**src/acc_pkg.sv**
```systemverilog
// constants and register layout of the comparator control logic
package acc_pkg;
	// register indices; byte address is four times the index
	localparam logic [7:0] ACC_IDX_CTRL_STATUS = 8'h50;
	localparam logic [7:0] ACC_IDX_CONV_CTRL_B = 8'h7b;
	localparam logic [7:0] ACC_IDX_PIN_DISABLE = 8'h7f;
	localparam logic [7:0] ACC_IDX_EVT_STATUS  = 8'h80;
	localparam logic [7:0] ACC_IDX_EVT_CLEAR   = 8'h81;
	localparam logic [7:0] ACC_IDX_EVT_ENABLE  = 8'h82;
	localparam int         ACC_ADDR_W          = 10;
	localparam int         ACC_DATA_W          = 32;

	// control and status register fields
	localparam int ACC_POWER_OFF_BIT = 7;
	localparam int ACC_BANDGAP_BIT   = 6;
	localparam int ACC_OUTPUT_BIT    = 5;
	localparam int ACC_FLAG_BIT      = 4;
	localparam int ACC_IRQ_EN_BIT    = 3;
	localparam int ACC_CAPTURE_BIT   = 2;
	localparam int ACC_EDGE_HI_BIT   = 1;
	localparam int ACC_EDGE_LO_BIT   = 0;

	// converter control b fields
	localparam int           ACC_MUX_EN_BIT  = 6;
	localparam int           ACC_CHAN_HI_BIT = 3;
	localparam logic [7:0]   ACC_CONV_B_MASK = 8'h4f;

	// pin input disable fields
	localparam int ACC_NEG_OFF_BIT = 1;
	localparam int ACC_POS_OFF_BIT = 0;

	// event status bits
	localparam int ACC_EVT_MATCH  = 0;
	localparam int ACC_EVT_TOGGLE = 1;
	localparam int ACC_EVT_W      = 2;

	// edge mode codes
	localparam logic [1:0] ACC_MODE_TOGGLE  = 2'h0;
	localparam logic [1:0] ACC_MODE_RESV    = 2'h1;
	localparam logic [1:0] ACC_MODE_FALLING = 2'h2;
	localparam logic [1:0] ACC_MODE_RISING  = 2'h3;

	// reset values
	localparam logic [7:0] ACC_RST_CTRL  = 8'h00;
	localparam logic [7:0] ACC_RST_CONVB = 8'h00;
	localparam logic [7:0] ACC_RST_PINS  = 8'h00;
endpackage : acc_pkg

```
**src/acc_top.sv**
```systemverilog
// comparator control, status, input selection and register slave
//
// Function
// - Mux enable set, converter off: negative input is channel hi*8+lo.
// - Mux enable clear or converter on: negative input is the pin.
// - Power-off bit 7 removes comparator power; it may be set anytime.
// - Bandgap bit 6 puts the bandgap on the positive input, else pin.
// - Output bit 5 shows the synced comparator, one to two cycles late.
// - Event flag bit 4 sets on a matching transition, enabled or not.
// - The flag clears on vector execution or a written one, not a zero.
// - Request is high while flag, enable bit 3 and global enable hold.
// - Edge mode 00 toggle, 01 reserved, 10 falling, 11 rising.
// - Capture bit 2 feeds the output to the timer capture front end.
// - A pin input-disable bit turns off its buffer, port bit reads 0.
// - Conv b: channel high at 3, mux enable at 6, bits 7,5,4 read 0.
// - Comparator output is high when positive input exceeds negative.
`timescale 1ns/1ps
module acc_top (
	// clock and reset
	input  wire logic        clk,
	input  wire logic        sys_rst,
	// avalon-mm slave
	input  wire logic [9:0]  avs_address,
	input  wire logic        avs_read,
	input  wire logic        avs_write,
	input  wire logic [31:0] avs_writedata,
	output logic [31:0]      avs_readdata,
	output logic             avs_waitrequest,
	// converter state from outside
	input  wire logic        converter_on,
	input  wire logic [2:0]  channel_select_low,
	// analog core
	input  wire logic        comparator_raw,
	output logic             comparator_power_off,
	output logic             bandgap_positive_select,
	output logic             neg_use_channel,
	output logic [3:0]       neg_channel,
	// pins
	input  wire logic        negative_pin_raw,
	input  wire logic        positive_pin_raw,
	output logic             negative_pin_input_off,
	output logic             positive_pin_input_off,
	output logic             negative_pin_port_bit,
	output logic             positive_pin_port_bit,
	// timer capture front end
	output logic             capture_source,
	output logic             capture_route_active,
	// cpu interrupt
	input  wire logic        global_irq_enable,
	input  wire logic        irq_vector_ack,
	output logic             comparator_irq,
	output logic             event_irq
);
	// register state
	logic [7:0]  ctrl_reg, ctrl_next;
	logic [7:0]  convb_reg, convb_next;
	logic [7:0]  pins_reg, pins_next;
	logic        flag_reg, flag_next;
	logic        prev_reg, prev_next;
	logic [1:0]  evt_reg, evt_next;
	logic [1:0]  evt_en_reg, evt_en_next;
	// bus state
	logic        wait_reg, wait_next;
	logic [31:0] rdata_reg, rdata_next;
	// output flops
	logic        cirq_reg, cirq_next;
	logic        eirq_reg, eirq_next;
	logic        usech_reg, usech_next;
	logic [3:0]  chan_reg, chan_next;
	logic        cap_reg, cap_next;
	logic        negp_reg, negp_next;
	logic        posp_reg, posp_next;

	logic        cmp_sync;
	logic        req;
	logic        commit_wr;
	logic [7:0]  idx;
	logic [7:0]  wbyte;
	logic        match;
	logic        toggle;

	// decode a byte address into a register index
	function automatic logic [7:0] acc_index(input logic [9:0] a);
		acc_index = a[9:2];
	endfunction : acc_index

	// synchronised comparator output
	acc_sync u_sync (
		.clk      (clk),
		.sys_rst  (sys_rst),
		.async_in (comparator_raw),
		.sync_out (cmp_sync)
	);

	assign req       = avs_read | avs_write;
	assign commit_wr = avs_write & ~wait_reg;
	assign idx       = acc_index(avs_address);
	assign wbyte     = avs_writedata[7:0];

	// edge detection against the previous sample
	always_comb begin
		toggle = cmp_sync ^ prev_reg;
		unique case (ctrl_reg[acc_pkg::ACC_EDGE_HI_BIT:0])
			acc_pkg::ACC_MODE_TOGGLE:  match = toggle;
			acc_pkg::ACC_MODE_RESV:    match = 1'b0;
			acc_pkg::ACC_MODE_FALLING: match = toggle & ~cmp_sync;
			acc_pkg::ACC_MODE_RISING:  match = toggle & cmp_sync;
		endcase
	end

	// bus handshake: one wait cycle, then answer
	always_comb begin
		wait_next  = ~(req & wait_reg);
		rdata_next = rdata_reg;
		if (req & wait_reg) begin
			rdata_next = 32'h0000_0000;
			unique case (idx)
				acc_pkg::ACC_IDX_CTRL_STATUS: begin
					rdata_next[7:0] = ctrl_reg;
					rdata_next[acc_pkg::ACC_OUTPUT_BIT] = cmp_sync;
					rdata_next[acc_pkg::ACC_FLAG_BIT] = flag_reg;
				end
				acc_pkg::ACC_IDX_CONV_CTRL_B:
					rdata_next[7:0] = convb_reg;
				acc_pkg::ACC_IDX_PIN_DISABLE:
					rdata_next[7:0] = pins_reg;
				acc_pkg::ACC_IDX_EVT_STATUS:
					rdata_next[1:0] = evt_reg;
				acc_pkg::ACC_IDX_EVT_ENABLE:
					rdata_next[1:0] = evt_en_reg;
				default:
					rdata_next = 32'h0000_0000;
			endcase
		end
	end

	// software-written registers
	always_comb begin
		ctrl_next   = ctrl_reg;
		convb_next  = convb_reg;
		pins_next   = pins_reg;
		evt_en_next = evt_en_reg;
		if (commit_wr) begin
			unique case (idx)
				acc_pkg::ACC_IDX_CTRL_STATUS:
					ctrl_next = wbyte;
				acc_pkg::ACC_IDX_CONV_CTRL_B:
					convb_next = wbyte & acc_pkg::ACC_CONV_B_MASK;
				acc_pkg::ACC_IDX_PIN_DISABLE:
					pins_next = wbyte;
				acc_pkg::ACC_IDX_EVT_ENABLE:
					evt_en_next = wbyte[1:0];
				default:
					ctrl_next = ctrl_reg;
			endcase
		end
		// output and flag bits are not stored here
		ctrl_next[acc_pkg::ACC_OUTPUT_BIT] = 1'b0;
		ctrl_next[acc_pkg::ACC_FLAG_BIT]   = 1'b0;
	end

	// event flag and sticky event status; set wins over clear
	always_comb begin
		logic fclr;
		logic [1:0] eclr;
		logic [1:0] eset;
		fclr = irq_vector_ack | (commit_wr
			& (idx == acc_pkg::ACC_IDX_CTRL_STATUS)
			& wbyte[acc_pkg::ACC_FLAG_BIT]);
		eclr = (commit_wr & (idx == acc_pkg::ACC_IDX_EVT_CLEAR))
			? wbyte[1:0] : 2'h0;
		eset = {toggle, match};
		flag_next = match | (flag_reg & ~fclr);
		evt_next  = eset | (evt_reg & ~eclr);
		prev_next = cmp_sync;
	end

	// registered outputs
	always_comb begin
		cirq_next = flag_reg & ctrl_reg[acc_pkg::ACC_IRQ_EN_BIT]
			& global_irq_enable;
		eirq_next = |(evt_reg & evt_en_reg);
		usech_next = convb_reg[acc_pkg::ACC_MUX_EN_BIT]
			& ~converter_on;
		chan_next = usech_next
			? {convb_reg[acc_pkg::ACC_CHAN_HI_BIT], channel_select_low}
			: 4'h0;
		cap_next = cmp_sync
			& ctrl_reg[acc_pkg::ACC_CAPTURE_BIT];
		negp_next = negative_pin_raw
			& ~pins_reg[acc_pkg::ACC_NEG_OFF_BIT];
		posp_next = positive_pin_raw
			& ~pins_reg[acc_pkg::ACC_POS_OFF_BIT];
	end

	// register all state
	always_ff @(posedge clk or posedge sys_rst) begin
		if (sys_rst) begin
			ctrl_reg   <= acc_pkg::ACC_RST_CTRL;
			convb_reg  <= acc_pkg::ACC_RST_CONVB;
			pins_reg   <= acc_pkg::ACC_RST_PINS;
			flag_reg   <= 1'b0;
			prev_reg   <= 1'b0;
			evt_reg    <= 2'h0;
			evt_en_reg <= 2'h0;
			wait_reg   <= 1'b1;
			rdata_reg  <= 32'h0000_0000;
			cirq_reg   <= 1'b0;
			eirq_reg   <= 1'b0;
			usech_reg  <= 1'b0;
			chan_reg   <= 4'h0;
			cap_reg    <= 1'b0;
			negp_reg   <= 1'b0;
			posp_reg   <= 1'b0;
		end else begin
			ctrl_reg   <= ctrl_next;
			convb_reg  <= convb_next;
			pins_reg   <= pins_next;
			flag_reg   <= flag_next;
			prev_reg   <= prev_next;
			evt_reg    <= evt_next;
			evt_en_reg <= evt_en_next;
			wait_reg   <= wait_next;
			rdata_reg  <= rdata_next;
			cirq_reg   <= cirq_next;
			eirq_reg   <= eirq_next;
			usech_reg  <= usech_next;
			chan_reg   <= chan_next;
			cap_reg    <= cap_next;
			negp_reg   <= negp_next;
			posp_reg   <= posp_next;
		end
	end

	// drive ports
	assign avs_readdata            = rdata_reg;
	assign avs_waitrequest         = wait_reg;
	assign comparator_power_off    = ctrl_reg[acc_pkg::ACC_POWER_OFF_BIT];
	assign bandgap_positive_select = ctrl_reg[acc_pkg::ACC_BANDGAP_BIT];
	assign capture_route_active    = ctrl_reg[acc_pkg::ACC_CAPTURE_BIT];
	assign negative_pin_input_off  = pins_reg[acc_pkg::ACC_NEG_OFF_BIT];
	assign positive_pin_input_off  = pins_reg[acc_pkg::ACC_POS_OFF_BIT];
	assign neg_use_channel         = usech_reg;
	assign neg_channel             = chan_reg;
	assign capture_source          = cap_reg;
	assign negative_pin_port_bit   = negp_reg;
	assign positive_pin_port_bit   = posp_reg;
	assign comparator_irq          = cirq_reg;
	assign event_irq               = eirq_reg;
endmodule : acc_top

```
**src/acc_sync.sv**
```systemverilog
// two flip-flop synchroniser for the comparator output
`timescale 1ns/1ps
module acc_sync (
	// clock and reset
	input  wire logic clk,
	input  wire logic sys_rst,
	// data
	input  wire logic async_in,
	output logic      sync_out
);
	logic meta_reg;
	logic meta_next;
	logic sync_reg;
	logic sync_next;

	// next values; first stage feeds only the second
	always_comb begin
		meta_next = async_in;
		sync_next = meta_reg;
	end

	// register the two stages
	always_ff @(posedge clk or posedge sys_rst) begin
		if (sys_rst) begin
			meta_reg <= 1'b0;
			sync_reg <= 1'b0;
		end else begin
			meta_reg <= meta_next;
			sync_reg <= sync_next;
		end
	end

	assign sync_out = sync_reg;
endmodule : acc_sync

```
**config.mk**
```make
export PLATFORM = sky130hd
export DESIGN_NAME = acc_top
export DESIGN_NICKNAME = d
export VERILOG_FILES = /design/src/acc_pkg.sv /design/src/acc_top.sv /design/src/acc_sync.sv
export SDC_FILE = /design/constraint.sdc
export NUM_CORES = 1
export LEC_CHECK = 0
export BUFFER_PORTS_ARGS = -buffer_cell sky130_fd_sc_hd__buf_2
export CAP_MARGIN = 40
export CORE_MARGIN = 2
export CORE_UTILIZATION = 41
export CTS_CLUSTER_SIZE = 30
export DETAILED_ROUTE_END_ITERATION = 10
export GPL_TIMING_DRIVEN = 1
export PLACE_DENSITY = 0.75
export SYNTH_ARGS = -nofsm -noshare
export SYNTH_HDL_FRONTEND = slang
export SYNTH_SLANG_ARGS = --single-unit
```
**constraint.sdc**
```tcl
create_clock -name clk -period 1.46 [get_ports clk]
set_input_delay 0.292 -clock clk [delete_from_list [all_inputs] [get_ports clk]]
set_output_delay 0.292 -clock clk [all_outputs]
set_load 0.02 [all_outputs]
```
Yosys cells after proc, flatten, opt, wreduce, memory -nomap -nowiden
Index checks and enable logic that the tools add are counted.
{"block": "word_totals", "output_inout_bits": 48, "regBits": 46, "inputBits": 55, "elab_cells": 67}
{"block": "op_classes", "n_reduce_logical": 6, "n_mux": 5, "eq_ne": 9, "bitwise": 29}
{"operator": "8-bit by 7-bit == test with 1-bit output (second input constant)", "count": 3}
{"operator": "8-bit == test (second input constant)", "count": 3}
{"operator": "6-bit case mux with 3 select lines", "count": 1}
{"operator": "1-bit bitwise AND", "count": 14}
{"operator": "2-bit case mux with 5 select lines", "count": 1}
{"operator": "2-bit AND reduction", "count": 4}
{"operator": "1-bit inverter", "count": 7}
{"operator": "2-bit bitwise AND", "count": 2}
{"operator": "2-bit == test (second input constant)", "count": 2}
{"operator": "4-bit 2-to-1 mux", "count": 1}
{"operator": "1-bit case mux with 4 select lines", "count": 1}
{"operator": "1-bit bitwise OR", "count": 3}
{"operator": "2-bit by 1-bit == test with 1-bit output (second input constant)", "count": 1}
{"operator": "2-bit zero test", "count": 1}
{"operator": "2-bit 2-to-1 mux", "count": 1}
{"operator": "2-bit inverter", "count": 1}
{"operator": "2-bit bitwise OR", "count": 1}
{"operator": "2-bit OR reduction", "count": 1}
{"operator": "1-bit bitwise XOR", "count": 1}

Depth between registers and ports, before layout
{"block": "depth", "ltp_word": 8, "ltp_mapped": 6, "ltp_nobuf": 4}

Hierarchy
From an unflattened synthesis, not the netlist that was laid out.
{"block": "unflattened", "cells_unflattened": 176, "area_unflattened_um2": 2130.8}
{"module": "acc_top", "area_each_um2": 2077.0, "n_inst": 1, "seq_area_each_um2": 1102.3, "cells_each": 173}
{"module": "acc_sync", "area_each_um2": 53.8, "n_inst": 1, "seq_area_each_um2": 50.0, "cells_each": 3}

Least setup slack after synthesis
OpenSTA, ideal clock, no wires.
{"block": "synth_path", "path_type": "input port to flip-flop", "from": "input port avs_address[6]", "to": "register evt_en_reg[0]", "slack_ns": -0.245, "required_time_ns": 1.335, "setup_time_ns": 0.125, "path_buffers": 0, "stages": 4, "arrival_time_ns": 1.581, "path_cell_list": "or4b_1 nor4_2 and3_1 mux2_2"}
{"block": "synth_between", "elab_chain_len": 2}
{"element": "start, declared", "line_no": "acc_top.sv:23", "source": "input wire logic [9:0] avs_address,"}
{"element": "8-bit == test", "line_no": "acc_top.sv:144", "source": "unique case (idx)"}
{"element": "2-bit AND reduction (no line)"}
{"element": "end signal, assigned", "line_no": "acc_top.sv:222", "source": "evt_en_reg <= evt_en_next;"}
{"element": "end, declared", "line_no": "acc_top.sv:61", "source": "logic [1:0] evt_en_reg, evt_en_next;"}
No other way between the ends.
A chain may end at the register's enable or synchronous reset.

Worst setup path in the final report
{"block": "layout_path", "from": "input port avs_address[6]", "to": "register evt_en_reg[1]"}
Same word-level chain as after synthesis.

==> flow_summary_export.csv <==
group,metric,value,unit
die,core,5070,um2
global_route,grt_pass1_vias,1544,
setup_path,crit_path_end_kind,"flop",
final_layout,final_area,2720,um2
power,swShare,26.6,%
logic_synthesis,synth_largest_area_cell,"dfrtp_1",
clocking,path_clk_slew,90,ps
route,wl,4500,um
logic_synthesis,synthAdderAreaFrac,0,%
power,leakage,1.41,nW
route,routed.top_layer,"met4",
logic_synthesis,synth-edff-count,0,
sta,period_needed,1450,ps
power,p_seq_share,53.9,%
route,ant_nets,0,
final_layout,num_antenna_cells,0,
power,ir_drop,0.000536,V
power,p_comb_share,13.5,%
logic_synthesis,synth_area_per_cell,12.0,um2
logic_synthesis,synth_area,2140,um2
hold_path,min_path_type,"in -> reg",
route,wl_met2,2140,um
logic_synthesis,muxShareOfSynthArea,13.2,%
global_route,grt_overflow,0,
route,drc_errors,0,
logic_synthesis,synth_flop_cell,"dfrtp_1",
sta,maxSlewViolCount,0,
final_layout,final_core_utilization,53.7,%
clocking,htreeDepth,2,
placed_design,placed_area,2580,um2
die,die_h,76.2,um
logic_synthesis,synth_top_family_by_area,"simple AND/OR/NAND/NOR gates",
logic_synthesis,yosysMostFrequentCell,"dfrtp_1",
sta,rsz0062_at_grt,"yes",
logic_synthesis,yosys.area.top_type_share,52.7,%
sta,finalSetupViolCount,0,
logic_synthesis,synth_compound_area_share,8.72,%
logic_synthesis,netlist_instances,178,
logic_synthesis,ys_ff_latch,46,
route,wl_met1,2040,um
logic_synthesis,netlist_top_cells_area,"dfrtp_1, mux2_2, buf_4",
die,num_rows,26,
clocking,numCtsBuffers,5,
logic_synthesis,synth.yosys.seq_area_share,53.9,%
logic_synthesis,synth.distinct_cells,33,
die,dieArea,5810,um2
power,p_per_area,914,nW/um2
setup_path,worst_setup_path_start_kind,"primary input",
sta,finalCritPeriodShare,99.4,%
route,vias,1551,
power,p_int,1.83,mW
setup_path,cp_max_fo,2,
final_layout,final_nets,312,
route,first_pass_iters,4,
logic_synthesis,synthXorXnorAreaFrac,0.820,%
global_route,grt_max_degree,25,
placed_design,portBuffers,52,
sta,clock_skew,3.83,ps
clocking,cts_tree,"built",
die,io_pins,103,
die,initial_utilization,42.1,%
placed_design,gp_congestion,0.766,
route,first_iter_violations,106,
placed_design,hpwl,3500,um
global_route,antenna_found_initial,0,
final_layout,drive_above_1_share,46.9,%
sta,fin_tns_setup,0,ps
logic_synthesis,yosys.area_share.simple,13.4,%
route,viasPerCell,4.73,
job,drv_cap,0,
final_layout,areaGrowthSynthToFinish,27.5,%
power,pwr-share-clk,32.6,%
logic_synthesis,async_flop_share,100,%
logic_synthesis,synthTopCellsByCount,"dfrtp_1, mux2_2, buf_4, nand2_1, a22oi_1",
sta,finalHoldViolCount,0,
route,routedWlPerCell,13.7,um
global_route,track_usage,16.1,%
sta,max_freq,689,MHz
setup_path,path_class,"in -> reg",
global_route,grt_pass1_wl,7360,um
clocking,cts-root-buf,"clkbuf_8",
status,status,"finished clean",
die,dieWidth,76.2,um
clocking,ctsLongestPathBuffers,2,
clocking,clock_sinks,46,
logic_synthesis,yosysWarnings,0,
power,p_sw,0.663,mW
setup_path,crit_arrival,1640,ps
clocking,clock_latency,300,ps
route,wl_met3,275,um
setup_path,cp.required,1650,ps
==> power groups by stage <==
stage | Sequential (mW) | Clock, mW | Combinational (mW)
2_1_floorplan | 1.39 | 0 | 0.212
3_3_place_gp | 1.37 | 0 | 0.324
3_5_place_dp | 1.37 | 0 | 0.330
4_1_cts | 1.34 | 0.832 | 0.334
5_1_grt | 1.35 | 0.885 | 0.364
6_report | 1.34 | 0.811 | 0.336
==> worst paths after layout <==
| check | startpoint | endpoint | slack, ps | cells after the start |
|---|---|---|---|---|
| max | avs_address[6] | evt_en_reg[1] | 9 | 5 |
| min | comparator_raw | u_sync.meta_reg | 90 | 1 |
| max reg2reg | avs_waitrequest | convb_reg[2] | 80 | 3 |
| min reg2reg | u_sync.meta_reg | u_sync.sync_out | 360 | 0 |
| max in group asynchronous | sys_rst | avs_readdata[1] | 480 | 4 |
| min in group asynchronous | sys_rst | neg_channel[0] | 530 | 3 |
==> layout make-up <==
type	count	area, um2
clock buffer	6	82.6
clock inverter	2	12.5
fill	453	2350
inverter	3	11.3
multi-input combinational	124	902
sequential	46	1150
tap	70	87.6
timing repair buffer	77	475
==> cells by family (layout without fill, tap and decap cells) <==
group	Yosys count	count (layout)
muxes	25	25
DFF	46	46
buffers and inverters	31	88
xor gates and xnor gates	2	2
AOI/OAI and AO/OA	26	26
other	1	24
and+or+nand+nor	47	47
==> cell usage in the layout, fill, tap and decap left out, types with 3 or more instances in the layout <==
cell type and n:
buf_4 23, mux2_2 22, mux2_4 3, nand2_1 12
buf_2 50, a22oi_1 9, clkbuf_8 6, conb_1 24
o21ai_1 3, nor2_1 6, dfrtp_1 45, and2_1 5
nor2b_1 5
==> routing by layer <==
metal	track usage, %	up-vias
li1	-	733
met1	21.5	752
met2	26.3	58
met3	3.91	8
met4	4.36	0
met5	0	-
==> through the flow <==
step	power (mW)	setup WS [ps]	std cells	hold WS [ps]
after floorplan	1.60	-200	201	323
after CTS	2.51	-19.0	328	81.8
after detailed placement	1.70	-352	318	307
after global placement	1.69	-305	318	297
final	2.49	8.74	328	93.4
after global routing	2.60	-0.411	328	74.7
==> critical path, stage by stage <==
cell    delay [ps]
buf_6           90
or4b_4         550
nor4_4         170
and3_4         240
mux2_4         290
==> timing repair <==
action	CTS	global route
setup endpoints to repair	4	7
hold endpoints to repair	14	0
gates resized for setup	2	6
buffers inserted	1	0
hold buffers	1	0
(Power assumes the default switching activity.)
